[src/inc/tcc_pkg.sv]
package tcc_pkg;

	// ------------------------------------------------------------
	// register offsets on the 8-bit processor port
	// ------------------------------------------------------------
	localparam logic [7:0] OFS_CTRL_A     = 8'h00;
	localparam logic [7:0] OFS_CTRL_B     = 8'h01;
	localparam logic [7:0] OFS_COUNT_LO   = 8'h04;
	localparam logic [7:0] OFS_COUNT_HI   = 8'h05;
	localparam logic [7:0] OFS_CAPT_LO    = 8'h06;
	localparam logic [7:0] OFS_CAPT_HI    = 8'h07;
	localparam logic [7:0] OFS_FLAGS      = 8'h08;
	localparam logic [7:0] OFS_MASK       = 8'h09;
	localparam logic [7:0] OFS_CMP_CTRL   = 8'h0a;

	// ------------------------------------------------------------
	// field positions
	// ------------------------------------------------------------
	localparam int CTRLB_FILT_BIT  = 7;
	localparam int CTRLB_EDGE_BIT  = 6;
	localparam int CTRLB_WGMH_HI   = 4;
	localparam int CTRLB_WGMH_LO   = 3;
	localparam int CTRLB_CS_HI     = 2;
	localparam int CTRLB_CS_LO     = 0;
	localparam int CTRLA_WGML_HI   = 1;
	localparam int CTRLA_WGML_LO   = 0;
	localparam int FLAG_CAPT_BIT   = 5;
	localparam int FLAG_OVF_BIT    = 0;
	localparam int CMP_SEL_BIT     = 2;

	// ------------------------------------------------------------
	// reset values and counter constants
	// ------------------------------------------------------------
	localparam logic [7:0]  RST_BYTE    = 8'h00;
	localparam logic [15:0] RST_WORD    = 16'h0000;
	localparam logic [15:0] CNT_MAX     = 16'hffff;
	localparam logic [15:0] CNT_ZERO    = 16'h0000;
	localparam logic [15:0] CNT_ONE     = 16'h0001;
	localparam logic [15:0] TOP_8BIT    = 16'h00ff;
	localparam logic [15:0] TOP_9BIT    = 16'h01ff;
	localparam logic [15:0] TOP_10BIT   = 16'h03ff;
	localparam logic [9:0]  PRE_ONE     = 10'h001;

	// ------------------------------------------------------------
	// clock select codes
	// ------------------------------------------------------------
	localparam logic [2:0] CS_STOP      = 3'h0;
	localparam logic [2:0] CS_DIV1      = 3'h1;
	localparam logic [2:0] CS_DIV8      = 3'h2;
	localparam logic [2:0] CS_DIV64     = 3'h3;
	localparam logic [2:0] CS_DIV256    = 3'h4;
	localparam logic [2:0] CS_DIV1024   = 3'h5;
	localparam logic [2:0] CS_EXT_FALL  = 3'h6;
	localparam logic [2:0] CS_EXT_RISE  = 3'h7;

	// ------------------------------------------------------------
	// timing
	// ------------------------------------------------------------
	localparam int FILT_SAMPLES = 4;

endpackage

[src/rtl/tcc_input_filter.sv]
`timescale 1ns/1ps

// samples the capture source twice, then optionally filters it
module tcc_input_filter
	import tcc_pkg::*;
(
	input  wire logic clk_sys,
	input  wire logic rst_n,
	input  wire logic ce,
	input  wire logic srcAsync,
	input  wire logic filterEn,
	output logic      levelOut
);

	logic                    sync1_r;
	logic                    sync2_r;
	logic [FILT_SAMPLES-2:0] hist_r;
	logic                    filt_r;

	// ------------------------------------------------------------
	// two-flop synchroniser, first stage read only by the second
	// ------------------------------------------------------------
	always_ff @(posedge clk_sys or negedge rst_n)
		if (!rst_n)
		begin
			sync1_r <= 1'b0;
			sync2_r <= 1'b0;
		end
		else if (ce)
		begin
			sync1_r <= srcAsync;
			sync2_r <= sync1_r;
		end

	// ------------------------------------------------------------
	// sample history; the synchronised level is the newest sample
	// ------------------------------------------------------------
	genvar gi;
	generate
		for (gi = 0; gi < FILT_SAMPLES-1; gi++)
		begin : g_hist
			always_ff @(posedge clk_sys or negedge rst_n)
				if (!rst_n)
					hist_r[gi] <= 1'b0;
				else if (ce)
					hist_r[gi] <= (gi == 0) ? sync2_r : hist_r[(gi == 0) ? 0 : gi-1];
		end
	endgenerate

	// output only moves when every sample agrees
	always_ff @(posedge clk_sys or negedge rst_n)
		if (!rst_n)
			filt_r <= 1'b0;
		else if (ce && (&{hist_r, sync2_r}))
			filt_r <= 1'b1;
		else if (ce && !(|{hist_r, sync2_r}))
			filt_r <= 1'b0;

	// filter on the system clock, so prescaler does not slow it
	assign levelOut = filterEn ? filt_r : sync2_r;

endmodule

[src/rtl/tcc_timer16.sv]
`timescale 1ns/1ps

// Functional notes
// - timer ticks from prescaled clock or external pin, chosen by clock select
// - sixteen-bit up/down counter stepping exactly one per tick
// - clear forces zero; separate max and zero indications
// - count seen as two bytes; upper location goes to the shared latch
// - low read copies upper byte to latch; low write loads all sixteen
// - clock select zero stops counting; processor access still works
// - processor count write beats clear and count in the same cycle
// - four-bit waveform mode split across control registers A and B
// - overflow flag set where the waveform mode defines; may interrupt
// - matching edge on pin or comparator copies count to capture
// - capture flag set in the same cycle as the copy
// - capture flag interrupts when enabled; cleared by service or writing one
// - capture read low first copies upper byte into shared latch
// - capture writable only in modes using it as top, upper byte first
// - comparator select bit switches trigger source; switching may capture
// - capture inputs sampled like count pin; filter adds four cycles
// - edge detector off only in capture-as-top modes; filter still follows its enable bit
// - filter output changes only after four agreeing samples
// - filter enable bit in control register B; runs on system clock
module tcc_timer16
	import tcc_pkg::*;
(
	input  wire logic        clk_sys,
	input  wire logic        rst_n,
	input  wire logic        ce,
	input  wire logic [7:0]  busAddr,
	input  wire logic        busWr,
	input  wire logic        busRd,
	input  wire logic [7:0]  busWdata,
	output logic [7:0]       busRdata,
	input  wire logic        extCountPin,
	input  wire logic        capturePin,
	input  wire logic        comparatorOut,
	input  wire logic [15:0] compareTop,
	input  wire logic        captAck,
	input  wire logic        ovfAck,
	output logic             captIrq,
	output logic             ovfIrq,
	output logic             atMax,
	output logic             atBottom,
	output logic             countDown
);

	logic [7:0]  ctrlA_r;
	logic [7:0]  ctrlB_r;
	logic [7:0]  mask_r;
	logic [7:0]  cmpCtrl_r;
	logic [7:0]  temp_r;
	logic [15:0] count_r;
	logic [15:0] capt_r;
	logic        dir_r;
	logic        captFlag_r;
	logic        ovfFlag_r;
	logic [7:0]  rdata_r;
	logic [9:0]  pre_r;
	logic        ext1_r;
	logic        ext2_r;
	logic        ext3_r;
	logic        capPrev_r;

	logic [3:0]  wgm;
	logic [2:0]  clkSel;
	logic        icrTop;
	logic        ocrTop;
	logic        dual;
	logic [15:0] top;
	logic        tick;
	logic        wrCntLo;
	logic        wrCapLo;
	logic        capLevel;
	logic        capEdge;
	logic        capEvent;
	logic [15:0] countNxt;
	logic        dirNxt;
	logic        ovfHit;
	logic        clrCapt;
	logic        clrOvf;

	// ------------------------------------------------------------
	// mode decode
	// ------------------------------------------------------------
	assign wgm     = {ctrlB_r[CTRLB_WGMH_HI:CTRLB_WGMH_LO], ctrlA_r[CTRLA_WGML_HI:CTRLA_WGML_LO]};
	assign clkSel  = ctrlB_r[CTRLB_CS_HI:CTRLB_CS_LO];
	assign icrTop  = (wgm == 4'h8) || (wgm == 4'ha) || (wgm == 4'hc) || (wgm == 4'he);
	assign ocrTop  = (wgm == 4'h4) || (wgm == 4'h9) || (wgm == 4'hb) || (wgm == 4'hf);
	assign dual    = (wgm == 4'h1) || (wgm == 4'h2) || (wgm == 4'h3) || (wgm >= 4'h8 && wgm <= 4'hb);
	assign wrCntLo = busWr && (busAddr == OFS_COUNT_LO);
	assign wrCapLo = busWr && (busAddr == OFS_CAPT_LO) && icrTop;

	always_comb
	begin
		top = CNT_MAX;
		case (wgm)
			4'h1, 4'h5: top = TOP_8BIT;
			4'h2, 4'h6: top = TOP_9BIT;
			4'h3, 4'h7: top = TOP_10BIT;
			4'h8, 4'ha, 4'hc, 4'he: top = capt_r;
			4'h4, 4'h9, 4'hb, 4'hf: top = compareTop;
			default:    top = CNT_MAX;
		endcase
	end

	// ------------------------------------------------------------
	// clock source: prescaler taps and synchronised external pin
	// ------------------------------------------------------------
	always_ff @(posedge clk_sys or negedge rst_n)
		if (!rst_n)
			pre_r <= 10'h000;
		else if (ce && clkSel != CS_STOP)
			pre_r <= pre_r + PRE_ONE;

	// external pin: third flop feeds the edge detector, never the first
	always_ff @(posedge clk_sys or negedge rst_n)
		if (!rst_n)
			{ext3_r, ext2_r, ext1_r} <= 3'h0;
		else if (ce)
			{ext3_r, ext2_r, ext1_r} <= {ext2_r, ext1_r, extCountPin};

	always_comb
	begin
		tick = 1'b0;
		case (clkSel)
			CS_STOP:     tick = 1'b0;
			CS_DIV1:     tick = 1'b1;
			CS_DIV8:     tick = &pre_r[2:0];
			CS_DIV64:    tick = &pre_r[5:0];
			CS_DIV256:   tick = &pre_r[7:0];
			CS_DIV1024:  tick = &pre_r;
			CS_EXT_FALL: tick = ext3_r && !ext2_r;
			CS_EXT_RISE: tick = !ext3_r && ext2_r;
			default:     tick = 1'b0;
		endcase
	end

	// ------------------------------------------------------------
	// counter unit
	// ------------------------------------------------------------
	always_comb
	begin
		countNxt = count_r;
		dirNxt   = dir_r;
		ovfHit   = 1'b0;
		if (dual)
		begin
			if (!dir_r && count_r >= top)
			begin
				dirNxt   = 1'b1;
				countNxt = count_r - CNT_ONE;
			end
			else if (dir_r && count_r == CNT_ZERO)
			begin
				dirNxt   = 1'b0;
				countNxt = count_r + CNT_ONE;
				ovfHit   = 1'b1;
			end
			else
				countNxt = dir_r ? count_r - CNT_ONE : count_r + CNT_ONE;
		end
		else
		begin
			dirNxt = 1'b0;
			if (count_r == top)
			begin
				countNxt = CNT_ZERO;
				ovfHit   = 1'b1;
			end
			else
				countNxt = count_r + CNT_ONE;
		end
	end

	always_ff @(posedge clk_sys or negedge rst_n)
		if (!rst_n)
		begin
			count_r <= RST_WORD;
			dir_r   <= 1'b0;
		end
		else if (ce)
		begin
			if (wrCntLo)
				count_r <= {temp_r, busWdata};
			else if (tick)
				count_r <= countNxt;
			if (tick)
				dir_r <= dirNxt;
		end

	assign atMax     = (count_r == CNT_MAX);
	assign atBottom  = (count_r == CNT_ZERO);
	assign countDown = dir_r;

	// ------------------------------------------------------------
	// capture source, filter and edge detector
	// ------------------------------------------------------------
	// the mux sits ahead of the synchroniser, so a source switch can look like an edge
	tcc_input_filter u_filter
	(
		.clk_sys  (clk_sys),
		.rst_n    (rst_n),
		.ce       (ce),
		.srcAsync (cmpCtrl_r[CMP_SEL_BIT] ? comparatorOut : capturePin),
		.filterEn (ctrlB_r[CTRLB_FILT_BIT]),
		.levelOut (capLevel)
	);

	always_ff @(posedge clk_sys or negedge rst_n)
		if (!rst_n)
			capPrev_r <= 1'b0;
		else if (ce)
			capPrev_r <= capLevel;

	assign capEdge  = ctrlB_r[CTRLB_EDGE_BIT] ? (capLevel && !capPrev_r) : (!capLevel && capPrev_r);
	assign capEvent = capEdge && !icrTop;

	always_ff @(posedge clk_sys or negedge rst_n)
		if (!rst_n)
			capt_r <= RST_WORD;
		else if (ce)
		begin
			if (capEvent)
				capt_r <= count_r;
			else if (wrCapLo)
				capt_r <= {temp_r, busWdata};
		end

	// ------------------------------------------------------------
	// flags, set wins over any clear in the same cycle
	// ------------------------------------------------------------
	assign clrCapt = captAck || (busWr && busAddr == OFS_FLAGS && busWdata[FLAG_CAPT_BIT]);
	assign clrOvf  = ovfAck || (busWr && busAddr == OFS_FLAGS && busWdata[FLAG_OVF_BIT]);

	always_ff @(posedge clk_sys or negedge rst_n)
		if (!rst_n)
			captFlag_r <= 1'b0;
		else if (ce)
		begin
			if (capEvent)
				captFlag_r <= 1'b1;
			else if (clrCapt)
				captFlag_r <= 1'b0;
		end

	always_ff @(posedge clk_sys or negedge rst_n)
		if (!rst_n)
			ovfFlag_r <= 1'b0;
		else if (ce)
		begin
			if (tick && ovfHit && !wrCntLo)
				ovfFlag_r <= 1'b1;
			else if (clrOvf)
				ovfFlag_r <= 1'b0;
		end

	assign captIrq = captFlag_r && mask_r[FLAG_CAPT_BIT];
	assign ovfIrq  = ovfFlag_r && mask_r[FLAG_OVF_BIT];

	// ------------------------------------------------------------
	// control registers
	// ------------------------------------------------------------
	always_ff @(posedge clk_sys or negedge rst_n)
		if (!rst_n)
		begin
			ctrlA_r   <= RST_BYTE;
			ctrlB_r   <= RST_BYTE;
			mask_r    <= RST_BYTE;
			cmpCtrl_r <= RST_BYTE;
		end
		else if (ce && busWr)
		begin
			case (busAddr)
				OFS_CTRL_A:   ctrlA_r   <= busWdata;
				OFS_CTRL_B:   ctrlB_r   <= busWdata;
				OFS_MASK:     mask_r    <= busWdata;
				OFS_CMP_CTRL: cmpCtrl_r <= busWdata;
				default:      ctrlA_r   <= ctrlA_r;
			endcase
		end

	// ------------------------------------------------------------
	// shared high-byte latch; one latch for both sixteen-bit registers
	// ------------------------------------------------------------
	always_ff @(posedge clk_sys or negedge rst_n)
		if (!rst_n)
			temp_r <= RST_BYTE;
		else if (ce)
		begin
			if (busWr && (busAddr == OFS_COUNT_HI || busAddr == OFS_CAPT_HI))
				temp_r <= busWdata;
			else if (busRd && busAddr == OFS_COUNT_LO)
				temp_r <= count_r[15:8];
			else if (busRd && busAddr == OFS_CAPT_LO)
				temp_r <= capt_r[15:8];
		end

	// ------------------------------------------------------------
	// read port, answer one cycle after the strobe
	// ------------------------------------------------------------
	always_ff @(posedge clk_sys or negedge rst_n)
		if (!rst_n)
			rdata_r <= RST_BYTE;
		else if (ce && busRd)
		begin
			case (busAddr)
				OFS_CTRL_A:   rdata_r <= ctrlA_r;
				OFS_CTRL_B:   rdata_r <= ctrlB_r;
				OFS_COUNT_LO: rdata_r <= count_r[7:0];
				OFS_COUNT_HI: rdata_r <= temp_r;
				OFS_CAPT_LO:  rdata_r <= capt_r[7:0];
				OFS_CAPT_HI:  rdata_r <= temp_r;
				OFS_FLAGS:    rdata_r <= {2'h0, captFlag_r, 4'h0, ovfFlag_r};
				OFS_MASK:     rdata_r <= mask_r;
				OFS_CMP_CTRL: rdata_r <= cmpCtrl_r;
				default:      rdata_r <= RST_BYTE;
			endcase
		end

	assign busRdata = rdata_r;

	// ------------------------------------------------------------
	// assertions
	// ------------------------------------------------------------
	a_write_wins: assert property (@(posedge clk_sys) disable iff (!rst_n)
		ce && wrCntLo |=> count_r == {$past(temp_r), $past(busWdata)})
		else $error("count write did not load latch and low byte");
	a_stop_holds: assert property (@(posedge clk_sys) disable iff (!rst_n)
		ce && clkSel == CS_STOP && !wrCntLo |=> $stable(count_r))
		else $error("counter moved with clock stopped");
	a_step_up_one: assert property (@(posedge clk_sys) disable iff (!rst_n)
		ce && tick && !wrCntLo && !dual && count_r != top |=> count_r == $past(count_r) + CNT_ONE)
		else $error("counter did not step by one");
	a_clear_at_top: assert property (@(posedge clk_sys) disable iff (!rst_n)
		ce && tick && !wrCntLo && !dual && count_r == top |=> count_r == CNT_ZERO && ovfFlag_r)
		else $error("counter not cleared with overflow at top");
	a_capture_copy: assert property (@(posedge clk_sys) disable iff (!rst_n)
		ce && capEvent |=> capt_r == $past(count_r))
		else $error("capture did not copy count");
	a_flag_with_copy: assert property (@(posedge clk_sys) disable iff (!rst_n)
		ce && capEvent |=> captFlag_r && capt_r == $past(count_r))
		else $error("capture flag not set with copy");
	a_flag_clear: assert property (@(posedge clk_sys) disable iff (!rst_n)
		ce && clrCapt && !capEvent |=> !captFlag_r)
		else $error("capture flag not cleared");
	a_latch_on_read: assert property (@(posedge clk_sys) disable iff (!rst_n)
		ce && busRd && busAddr == OFS_COUNT_LO |=> temp_r == $past(count_r[15:8]))
		else $error("latch not loaded on low count read");
	a_capt_wr_block: assert property (@(posedge clk_sys) disable iff (!rst_n)
		ce && busWr && busAddr == OFS_CAPT_LO && !icrTop && !capEvent |=> $stable(capt_r))
		else $error("capture written outside top modes");
	a_no_capt_icrtop: assert property (@(posedge clk_sys) disable iff (!rst_n)
		ce && icrTop && !clrCapt && !captFlag_r |=> !captFlag_r)
		else $error("capture fired in capture-as-top mode");

endmodule
[config.mk]
export PLATFORM = sky130hd
export DESIGN_NAME = tcc_timer16
export DESIGN_NICKNAME = d
export VERILOG_FILES = /design/src/inc/tcc_pkg.sv /design/src/rtl/tcc_input_filter.sv /design/src/rtl/tcc_timer16.sv
export SDC_FILE = /design/constraint.sdc
export NUM_CORES = 1
export LEC_CHECK = 0
export ABC_AREA = 1
export BUFFER_PORTS_ARGS = -buffer_cell sky130_fd_sc_hd__buf_2
export CORE_MARGIN = 2
export CORE_UTILIZATION = 58
export DETAILED_ROUTE_END_ITERATION = 8
export HOLD_SLACK_MARGIN = 0.05
export PLACE_DENSITY_LB_ADDON = 0.1
export SLEW_MARGIN = 20
export SYNTH_ARGS = -nofsm -noshare
export SYNTH_HDL_FRONTEND = slang
export SYNTH_SLANG_ARGS = --single-unit
[constraint.sdc]
create_clock -name clk_sys -period 3.8 [get_ports clk_sys]
set_input_delay 0.38 -clock clk_sys [delete_from_list [all_inputs] [get_ports clk_sys]]
set_output_delay 0.38 -clock clk_sys [all_outputs]
set_load 0.01 [all_outputs]
==> results summary, run 1 <==
The slew at the pin with the worst max-slew slack came out at roughly 0.95 ns. At the end of the flow, the number of nets in the layout was ~1100. The area overhead of the layout relative to synthesis is 9.60%. Clock latency on the worst-skew pair, taken at its later pin, is 0.36 ns. The row count is 39. Cells with a size suffix above 1 make up ~13% of the layout. The die extent in y is 113 um. The global-route wire length before repair is approximately 32 mm. The pin count of the biggest net entering global routing is 67. The xor-xnor portion of the synthesized cell area is slightly above 4%. The met1 capacity usage during global routing came out at 48.4%. The global routing met3 resource utilization came out at roughly 8.6%. The number of failing hold endpoints at the final stage is 0.

The worst path needs around 3.4 ns of the cycle, external delays included. The cell count after synthesis is 957. The die covers between 0.01 and 0.015 mm^2. The worst setup path is launched from a flip-flop. The setup TNS after final layout came out at 0 ns.

The cell leakage power came out at about 3.8 nW. The fraction of synthesized cell area taken by the top area cell type came out at between 30 and 40%. The initial antenna violation count came to 0. The total iterations of the first detailed-routing run is 7. Setup repair after global routing left no endpoint under its margin. The violation count after the first detailed-routing iteration is ~760. In the routed design, unresolved DRC markers number 4. The clock tree buffer depth came out at 2. 55 I/O pins were placed. The compound-cell area share of the yosys netlist is between 15 and 20%. The HPWL after detailed placement is ~15 mm. The filler cell count came out at ~1000.

For the worst setup path, the data required time is between 4 and 5 ns. The core box area came out at roughly 0.012 mm^2. The worst setup path is captured at a flip-flop. CTS placed an instance of clkbuf_16 at the clock tree root. In this run the power density over the cells is approximately 380 mW/mm^2. The min-delay analysis places its worst path in the category in2async. The clock sink count came out at 103. The fraction of the yosys area taken by sequential cells came out at roughly 37%. After global routing the overflow that remains totals 0. The number of buffers created by CTS came out at 9. The final reports fail on design-rule violations.

The signal arrival time at the worst endpoint is around 3.7 ns. In this run the worst path has a maximum fanout of 16. The commonest register cell after synthesis is dfrtp_1. The dominant combinational cell family by area after synthesis is simple AND/OR/NAND/NOR gates. The relative slew slack came out at approximately 36%.

The global-route usage over all layers is between 30 and 40%. Leaving out fill and tap cells, the most frequent cell in the layout is nand2_1. The yosys synthesis warning count is 0.

Of the total synthesized cell area, the portion taken by AND, OR, NAND and NOR gates is between 20% and 30%. The number of enable-type register cells in the synthesized netlist came out at 0. The average cell area after synthesis came out at 7.19 um^2. TritonCTS built the clock tree.

The final antenna-violating net count is 0. The detailed router placed about 6600 vias in this run. In the finished design, the share of the clock period the worst path needs comes to 89.4%. The achievable frequency is about 290 MHz. The number of nets in the synthesized netlist is 1020. The last weighted congestion value of the routability-driven placer is between 0.9 and 1. After clock tree synthesis, the clock-pin slew on the worst setup and hold paths is approximately 0.07 ns.

The final core utilization is about two thirds. The combined area of the multi-input logic cells is about 0.0037 mm^2. The repair_antennas step left the layout with diodes totalling 0. The post-synth design cell area is approximately 0.007 mm^2. The cell type with the highest aggregate area in the netlist is dfrtp_1.

The library cells used most frequently in the layout, excluding fill and tap cells, are nand2_1, dfrtp_1, o21ai_0. Setup violations remaining at the end of the flow were counted as 0. After global routing, the most crowded layer is met1. Gates resized during post-CTS repair numbered 0. The post-cts hold buffer count is 0.

The die width came out at about 110 um. In this run the number of H-tree levels came out at 3. In the final routed layout, each cell accounts on average for 17.5 um. The number of distinct library cell variants in the gate-level netlist after synthesis is 51. In the routed layout, each cell is associated on average with a via count of 5.79.

The setup path with the least slack is of type reg2reg. The final-report max-slew violation count came out at 0. For met2 alone, demand over resource in global routing was between 40% and 50%. The total of buffers placed on input and output ports is 54. The flip-flop and latch count after synthesis came out at 103. The run finished, with violations left. The post-CTS setup buffer count is 0. The number of max-cap violations is 0. The starting density of the core came out at roughly 60%. The worst clock skew on the final layout came out at roughly 0.011 ns. The arithmetic-cell share of the synthesized area counting full adders, half adders and majority gates is under 10%. The total wire length came out at 20.1 mm.

The area used by sequential logic in the layout is between 0.002 and 0.003 mm^2. The highest ir drop seen on vdd came out at ~0.27 mV. The mux contribution to synthesized area came out at less than 1%. In the post-synthesis netlist, the biggest area contributors are dfrtp_1, nand2_1, o21ai_0. The number of global-route vias before repair is between 6000 and 7000.

The post-synthesis async set-or-reset flop share is 100%.
[sequential cells by signal (all words and copies together), names as in the netlist, 8 cells and up]
signal	cells
count_r	16
temp_r	8
ctrlA_r	8
mask_r	8
pre_r	10
capt_r	16
cmpCtrl_r	8
busRdata	8
ctrlB_r	8
[kinds of logic (layout without fill, tap and decap cells)]
kind of cell / Yosys count / count (layout)
AO/OA/AOI/OAI: 202 / 202
adder cells (fa/ha/maj): 21 / 21
XOR/XNOR: 32 / 32
flip-flops: 103 / 103
multiplexers: 1 / 1
buffers and inverters: 138 / 181
AND/OR/NAND/NOR: 460 / 460
[cell usage after synthesis, types with 10 or more instances]
| cell | n |
|---|---|
| buf_2 | 13 |
| o22ai_1 | 12 |
| nand2_1 | 287 |
| dfrtp_1 | 103 |
| inv_2 | 15 |
| inv_1 | 88 |
| a221oi_1 | 10 |
| o211ai_1 | 13 |
| clkbuf_1 | 11 |
| ha_1 | 21 |
| nor2_1 | 77 |
| o21ai_0 | 91 |
| a21oi_1 | 27 |
| xor2_1 | 27 |
| nand3_1 | 53 |
[power by group]
group	switching, mW	internal [mW]
sequential	0.0970	1.22
combinational	0.320	0.164
clock	0.425	0.646
[stage by stage]
| step | std cells | total power [mW] | area (um^2) | hold slack [ns] | setup slack, ns |
|---|---|---|---|---|---|
| 3_5_place_dp | 1128 | 1.80 | 7200 | 0.465 | 0.518 |
| 4_1_cts | 1143 | 2.88 | 7540 | 0.151 | 0.499 |
| 5_1_grt | 1143 | 3.01 | 7540 | 0.195 | 0.131 |
| 3_3_place_gp | 1128 | 1.80 | 7200 | 0.459 | 0.627 |
| 2_1_floorplan | 957 | 1.63 | 6880 | 0.0844 | 0.960 |
| 6_report | 1143 | 2.87 | 7540 | 0.127 | 0.403 |
[path summary, 6_finish.rpt]
kind / depth (start not counted) / start / end / slack, ns
max in group asynchronous: 2 / rst_n / count_r[2]$_DFFE_PN0P_ / 2.86
hold / removal: 1 / rst_n / temp_r[3]$_DFFE_PN0P_ / 0.13
setup / recovery: 19 / ctrlA_r[0]$_DFFE_PN0P_ / count_r[1]$_DFFE_PN0P_ / 0.40
setup reg to reg: 19 / ctrlA_r[0]$_DFFE_PN0P_ / count_r[1]$_DFFE_PN0P_ / 0.40
hold reg to reg: 2 / busRdata[1]$_DFFE_PN0P_ / busRdata[1]$_DFFE_PN0P_ / 0.48
min in group clk_sys: 3 / extCountPin / ext1_r$_DFFE_PN0P_ / 0.26
[routing by layer]
layer	up-vias	part of all wire (%)
met2	313	42
met1	3031	45
met4	0	2.9
met3	37	10
li1	3240	-
met5	-	0
[cell type report]
type | instances | share of cell area [%]
multi-input combinational | 716 | 49.4
sequential | 103 | 34.2
inverter | 106 | 5.34
timing repair buffer | 60 | 4.22
clock buffer | 9 | 2.99
tap | 143 | 2.37
clock inverter | 6 | 1.54
[worst max-delay path, stage by stage, from the launching register on]
cell and delay (ns):
dfrtp_1 0.42, inv_1 0.12, o22ai_1 0.14, nand2_1 0.12, inv_1 0.43, a211oi_1 0.18
ha_1 0.32, nand2_1 0.06, nor2_1 0.14, nand2_1 0.15, nor2_4 0.18, nor2_1 0.08
nand2_1 0.08, nand2_2 0.14, nand2_2 0.28, nand2_1 0.15, nand3_1 0.09, nand3_1 0.07
nand2_1 0.09, nand2_1 0.05
Note: power is estimated with default switching activity, not from simulation.
==> run 2, diff against run 1 <==
--- a/config.mk
+++ b/config.mk
@@ -7,8 +7,10 @@
 export LEC_CHECK = 0
 export ABC_AREA = 1
 export BUFFER_PORTS_ARGS = -buffer_cell sky130_fd_sc_hd__buf_2
+export CELL_PAD_IN_SITES_DETAIL_PLACEMENT = 0
+export CELL_PAD_IN_SITES_GLOBAL_PLACEMENT = 1
 export CORE_MARGIN = 2
-export CORE_UTILIZATION = 58
+export CORE_UTILIZATION = 45
 export DETAILED_ROUTE_END_ITERATION = 8
 export HOLD_SLACK_MARGIN = 0.05
 export PLACE_DENSITY_LB_ADDON = 0.1
==> run 2 against run 1 <==
Compared with the run above:
- the flow now finishes without violations
- clock skew down 0.00093 ns
- fmax shrank 0.79%
- power shrank 4.6%
- sequential share of layout area decreased by 0.12 points
- highest routed layer unchanged
- sequential cell count did not move
- core utilization is 15 points lower
- critical endpoint is now count_r[15]$_DFFE_PN0P_
==> results summary, run 2 (synthesis results as in run 1) <==
The flow ran to the end, and the final reports show no timing, DRC or antenna violations. The number of placed cells counting well taps came out at 1175. For this run, design rule violations remaining after detail routing come to 0.

The violation count after the first detailed-routing iteration came out at between 600 and 700. The die extent in y is between 100 and 150 um. Of the cells placed in the final design, the portion with a size suffix greater than 1 is 12.8%. Setup repair after global routing left no endpoint under its margin. The latest clock arrival within the worst-skew pair came out at 0.37 ns. Setup violations remaining at the end of the flow were counted as 0.

The number of buffers created by CTS came out at 9. The starting density of the core came out at 45.6%. The final antenna-violating net count is 0. The slew at the pin with the worst max-slew slack is 0.877 ns. The worst setup path is launched from a flip-flop.

The met1 capacity usage during global routing came out at about 41%. In this run the count of I/O pins placed on the die edge is 55. CTS saw slightly above 100 sinks. The endpoint of the most critical register-to-register path is count_r[15]$_DFFE_PN0P_. The slack of the worst reg-to-reg path came out at approximately 0.38 ns. TritonCTS built the clock tree. For the final database, setup skew stands at 0.0104 ns. The root buffer cell chosen for the clock tree is clkbuf_16. The power density relative to cell area came out at between 300 and 400 mW/mm^2. Post-CTS timing repair inserted 0 buffers for setup. In the global route stage, met3 resource usage came out at 5.74%. In the final timing run, aggregate negative setup slack is 0 ns.

The final layout contains routed wiring with a total length of 22.0 mm. The relative slew slack came out at between 40% and 50%. The row count is between 40 and 50. The global-route wire length before repair came out at around 34 mm. The most critical setup path has its startpoint at ctrlA_r[0]$_DFFE_PN0P_. The worst path meets setup with 0.376 ns of slack. Entering global routing, the biggest net connects 38 pins. The critical path is of the reg2reg type. The achievable frequency is ~290 MHz. The final-report max-slew violation count is 0. In this run the worst setup path terminates at count_r[15]$_DFFE_PN0P_. The worst register-to-register path begins at ctrlA_r[0]$_DFFE_PN0P_. Counting I/O delays and the setup requirement, the final critical path takes between 3 and 4 ns. The congestion estimate from routability-driven global placement came to 0.907. The number of gates given a new drive strength after cts came out at 0.

The data required time at the worst endpoint is a little over 4 ns. Leaving out fill and tap cells, the most frequent cell in the layout is nand2_1. The worst setup timing slack at the placement stage is about 0.43 ns. The finished layout holds 1192 standard cells, fillers aside. The signal arrival time at the worst endpoint is approximately 3.7 ns. The via density per instance came out at 5.49. The top cell types in the final layout, fill and taps aside, are nand2_1, dfrtp_1, o21ai_0.

The layer flagged by global routing as most heavily used is met2. The highest ir drop seen on vdd came out at approximately 0.24 mV. The H-tree depth came out at 3. The final core utilization is about half. The number of max-cap violations is 0. The cell leakage power came out at 3.76 nW. The area overhead of the layout relative to synthesis came out at 10.0%.

For this run, the total global-route usage over all layers was measured as about 28%. The full die area is roughly 0.016 mm^2. In the final layout, the registers with the most flip-flops are capt_r (16), count_r (16), pre_r (10). The die width came out at 128 um. The worst min-delay path category is in2reg.

The HPWL after detailed placement came out at around 17 mm. Global routing finished with a remaining overflow of 0. The first detailed-routing pass took 5 iterations. Of all nets on the critical path, the largest fanout is 16.

The period utilization came out at between 90% and 100%. The core box area is about 0.015 mm^2. The total of buffers placed on input and output ports came out at 54. The number of failing hold endpoints at the final stage is 0. The final antenna diode count is 0. The number of global-route vias before repair came to 6036.

The clock-pin transition on the worst setup and hold timing paths is about 0.08 ns. The detailed-route via count is 6543. The initial antenna violation count is 0. The met2 layer usage reported by global route came out at a little over two fifths.

At the end of the flow, the number of nets in the layout was 1062. The clock tree buffer depth came out at 2. The cell count of the worst reg-to-reg path is 19.

The endpoint type of the worst setup path is a flip-flop. Dividing the detail-routed wire length by the instance count gives roughly 18 um.
[run 2: area by class of cell]
cell class | count | area [um^2]
inverter | 106 | 403
sequential | 103 | 2580
multi-input combinational | 716 | 3720
fill | 1580 | 7520
clock buffer | 9 | 225
tap | 188 | 235
clock inverter | 7 | 62.6
timing repair buffer | 63 | 343
[run 2: repair_timing]
item                                    in CTS  in global routing
endpoints found under the setup margin       0                  0
endpoints found under the hold margin       35                  0
hold buffers                                 1                  0
[run 2: per-layer routing]
metal / share of wire, % / wire length (um)
met1: 48 / 10600
met2: 44 / 9690
met3: 6.4 / 1400
met5: 0 / 0
met4: 1.3 / 294
[run 2: metrics by stage]
| stage | hold WS (ns) | area (um^2) | total power [mW] |
|---|---|---|---|
| 2_1_floorplan | 0.0844 | 6880 | 1.63 |
| 3_3_place_gp | 0.371 | 7270 | 1.82 |
| 3_5_place_dp | 0.371 | 7270 | 1.82 |
| 4_1_cts | 0.232 | 7570 | 2.75 |
| 5_1_grt | 0.254 | 7570 | 2.87 |
| 6_report | 0.232 | 7570 | 2.74 |
[run 2: worst min-delay path by stage]
| stage | slack, ns | cells after the start | to | start |
|---|---|---|---|---|
| after floorplan | 0.08 | 0 | busRdata[0]$_DFFE_PN0P_ | rst_n |
| after global placement | 0.37 | 1 | pre_r[0]$_DFFE_PN0P_ | rst_n |
| after detailed placement | 0.37 | 1 | pre_r[3]$_DFFE_PN0P_ | rst_n |
| after CTS | 0.23 | 3 | ext1_r$_DFFE_PN0P_ | extCountPin |
| after global routing | 0.25 | 3 | ext1_r$_DFFE_PN0P_ | extCountPin |
| final | 0.23 | 3 | ext1_r$_DFFE_PN0P_ | extCountPin |
[run 2: power breakdown]
part | switching (mW) | internal [mW] | total [mW]
sequential | 0.0972 | 1.22 | 1.31
clock | 0.474 | 0.459 | 0.934
combinational | 0.325 | 0.164 | 0.489
[run 2: critical path, cell delays in order, from the launching register on]
cell      delay, ns
dfrtp_1        0.43
inv_1          0.12
o22ai_1        0.13
nand2_1        0.11
inv_1          0.45
a211oi_1       0.17
ha_1           0.33
nand2_1        0.07
nor2_1         0.17
nand2_1        0.15
nor2_4         0.18
nor2_1         0.09
nand2_1        0.08
nand2_2        0.15
nand2_2        0.26
nand2_1        0.13
nand3_1        0.08
nand3_1        0.07
nand2_1        0.09
nand2_1        0.05
==> run 3, diff against run 2 <==
--- a/config.mk
+++ b/config.mk
@@ -10,11 +10,12 @@
 export CELL_PAD_IN_SITES_DETAIL_PLACEMENT = 0
 export CELL_PAD_IN_SITES_GLOBAL_PLACEMENT = 1
 export CORE_MARGIN = 2
-export CORE_UTILIZATION = 45
+export CORE_UTILIZATION = 40
+export CTS_CLUSTER_DIAMETER = 120
 export DETAILED_ROUTE_END_ITERATION = 8
 export HOLD_SLACK_MARGIN = 0.05
 export PLACE_DENSITY_LB_ADDON = 0.1
-export SLEW_MARGIN = 20
+export SLEW_MARGIN = 25
 export SYNTH_ARGS = -nofsm -noshare
 export SYNTH_HDL_FRONTEND = slang
 export SYNTH_SLANG_ARGS = --single-unit
==> constraint.sdc (replaced) <==
create_clock -name clk_sys -period 2.95 [get_ports clk_sys]
set_input_delay 0.295 -clock clk_sys [delete_from_list [all_inputs] [get_ports clk_sys]]
set_output_delay 0.295 -clock clk_sys [all_outputs]
set_load 0.01 [all_outputs]
==> run 3 against run 2 <==
Compared with the run above:
- core utilization decreased by 1.5 points
- fmax is 21% higher
- global-route usage down 2.2 points
- design area increased by 7.4%
- critical path depth rose by 3
- non-clock buffer count rose by 35
- sequential share of layout area fell by 2.3 points
- clock power increased by 33%
- clock skew grew 0.0013 ns
- worst setup slack worse by 0.26 ns
- sequential power rose by 30%
- critical endpoint is now count_r[5]$_DFFE_PN0P_
- highest routed layer unchanged
==> results summary, run 3 (synthesis results as in run 1) <==
The run finished with clean final reports. The startpoint identified for the worst register-to-register timing path is ctrlB_r[4]$_DFFE_PN0P_. The first global-routing pass estimated 35.5 mm of wire. Measured along the x axis, the die boundary spans 135 um. Entering global routing, the biggest net connects 104 pins. The clock tree buffer depth is 2.

The number of failing hold endpoints at the final stage came out at 0. The filler cell count is 1757. The endpoint type of the worst setup path is a flip-flop.

For the pin with the worst max-slew slack, the measured transition is 0.851 ns. The violation count after the first detailed-routing iteration came out at approximately 570. The number of global-route vias before repair came to around 6200. The detailed-route via count is roughly 6600. The largest registers in the layout are capt_r (16), count_r (16), pre_r (10). Routability-driven placement finished with a final weighted congestion of 0.892. The signal arrival time at the worst endpoint came out at ~3 ns. The portion of total power attributed to combinational logic is a little under a fifth. After floorplanning, the core was sized to cover roughly 0.017 mm^2. Setup repair after global routing could not meet its margin everywhere.

In the global route stage, overall resource usage came out at 25.6%. The final-report max-slew violation count is 0. CTS built an H-tree with a depth of 3. The layout net count came out at around 1100. The switching power summed over all nets is between 1 and 1.5 mW.

The number of max-cap violations came out at 0. The cell sitting at the root of the clock tree is a clkbuf_16. The per-cell routed wire length came out at roughly 18 um. The internal portion of the total power is around 2.5 mW. The area of placed instances is between 0.007 and 0.008 mm^2. The critical path in this run is classified as reg2reg. The achievable frequency is ~350 MHz. The latest clock arrival within the worst-skew pair is approximately 0.36 ns. The tightest min-delay check is of the in2reg type. The maximum fanout encountered on the critical timing path is 16. STA classifies the critical path startpoint as a flip-flop. Cells fill roughly half of the core in the end. The via density per instance is 5.26. The period utilization is a little over nine tenths. The cell leakage power is ~4 nW. For this design the top-level I/O count stands at between 50 and 60.

The highest ir drop seen on vdd is between 0.2 and 0.3 mV. The full die area is between 0.015 and 0.02 mm^2. TritonCTS built the clock tree.

The fraction of power consumed by sequential logic came out at between 40% and 50%. For the finished layout, the period the worst path requires is 2.83 ns. The relative contribution of the clock network to total power is about a third. Measured against its own limit, the worst slew margin works out to between 40% and 50%.

The total DRC errors in the routed layout came out at 0. After routing the design area is about 0.0081 mm^2. The startpoint identified for the worst hold timing path is extCountPin. Total power for the finished layout comes to between 3 and 4 mW. In this run, CTS created clock tree buffers numbering 9. The proportion of total power due to net switching is approximately a third.

The library cells used most frequently in the layout, excluding fill and tap cells, are nand2_1, dfrtp_1, o21ai_0. The total wire length came out at 22.3 mm. The most common cell after layout, fill and taps aside is nand2_1. Once detail routing completed, the nets flagged for antenna violations numbered 0. The final setup violation count is 0. Compared with the post-synthesis result, the final layout area differs by 18.1%.

The starting density of the core came out at 41.2%. Between clock sinks in the finished design, the worst skew comes to 0.0117 ns. The row count is between 40 and 50.

The number of antenna diodes in the final layout is 0. After clock tree synthesis, the clock-pin slew on the worst setup and hold paths is 0.08 ns. The total overflow left after global routing is 0. For this run, the detailed router's first-pass iteration total came to 5.

The die extent in y is 135 um. The HPWL after detailed placement came out at ~17 mm. The clock sink count is 103. In this run the worst setup path begins at ctrlB_r[4]$_DFFE_PN0P_. The share of layout cells above drive strength 1 came out at between 10% and 20%.

In this run the power density over the cells is between 400 and 500 mW/mm^2. The initial antenna violation count is 0. Port buffering added 54 buffers. The data required time at the worst endpoint is 3.20 ns.
-- run 3: cell count changes in the layout (fill, tap and decap cells not counted), sizes merged --
cell      before  now
inv          109  107
clkbuf         9   10
bufinv         0    1
buf           62   97
clkinv         1    3
clkinvlp       3    1
-- run 3: layer usage --
layer	up-vias	global-route usage, %	part of all wire [%]
met4	0	5.96	1.4
li1	3318	-	-
met3	20	3.37	5.2
met2	192	38.3	43
met1	3096	39.2	50
met5	-	0	0
-- run 3: area by class of cell --
cell class                 count  area [um^2]  area share [%]
sequential                   103         2580            31.7
timing repair buffer          98          647            7.96
multi-input combinational    716         3920            48.2
inverter                     106          413            5.08
clock buffer                  10          229            2.82
tap                          220          275            3.39
clock inverter                 6         67.6           0.832
-- run 3: power by group through the flow --
stage                     logic [mW]  registers [mW]  clock network [mW]
after floorplan                0.421            1.67                   0
after global placement         0.648            1.71                   0
after detailed placement       0.654            1.71                   0
after CTS                      0.664            1.69                1.26
after global routing           0.793            1.72                1.31
final                          0.696            1.70                1.24
-- run 3: worst paths after layout --
check                      cells after the start                       to  slack (ns)
min in group asynchronous                      3    mask_r[6]$_DFFE_PN0P_        0.54
max in group asynchronous                      3  count_r[15]$_DFFE_PN0P_        1.96
max reg2reg                                   22   count_r[5]$_DFFE_PN0P_        0.12
min reg2reg                                    2  busRdata[5]$_DFFE_PN0P_        0.47
max                                           22   count_r[5]$_DFFE_PN0P_        0.12
min                                            3       ext1_r$_DFFE_PN0P_        0.13
-- run 3: what timing repair did --
action / CTS / global route
hold buffers: 1 / 0
setup endpoints to repair: 16 / 18
pin swaps: 1 / 9
hold endpoints to repair: 32 / 0
gates resized for setup: 6 / 44
setup buffers: 2 / 3
-- run 3: through the flow --
step | setup TNS (ns) | cells | hold WS [ns] | setup WS (ns)
after floorplan | 0 | 957 | -0.000591 | 0.110
after global placement | -0.401 | 1236 | 0.425 | -0.0825
after detailed placement | -1.25 | 1237 | 0.419 | -0.123
after CTS | 0 | 1256 | 0.125 | 0.00450
after global routing | -1.05 | 1259 | 0.163 | -0.102
final | 0 | 1259 | 0.134 | 0.120
-- run 3: critical path, cell delays in order (launching register included) --
cell and delay [ns]:
dfrtp_1 0.41, inv_2 0.11, o22ai_1 0.09, nand2_1 0.10, inv_1 0.08, buf_12 0.17
a221oi_2 0.28, ha_1 0.28, nand2_1 0.06, nand2_1 0.05, nand2_1 0.05, nand2_1 0.05
nand2_1 0.07, nand2_2 0.08, nor2_2 0.13, nand2_1 0.07, nand2_2 0.11, buf_4 0.16
nor2_2 0.05, nand2_1 0.07, nand2_1 0.05, o21ai_1 0.13, nand2_1 0.07
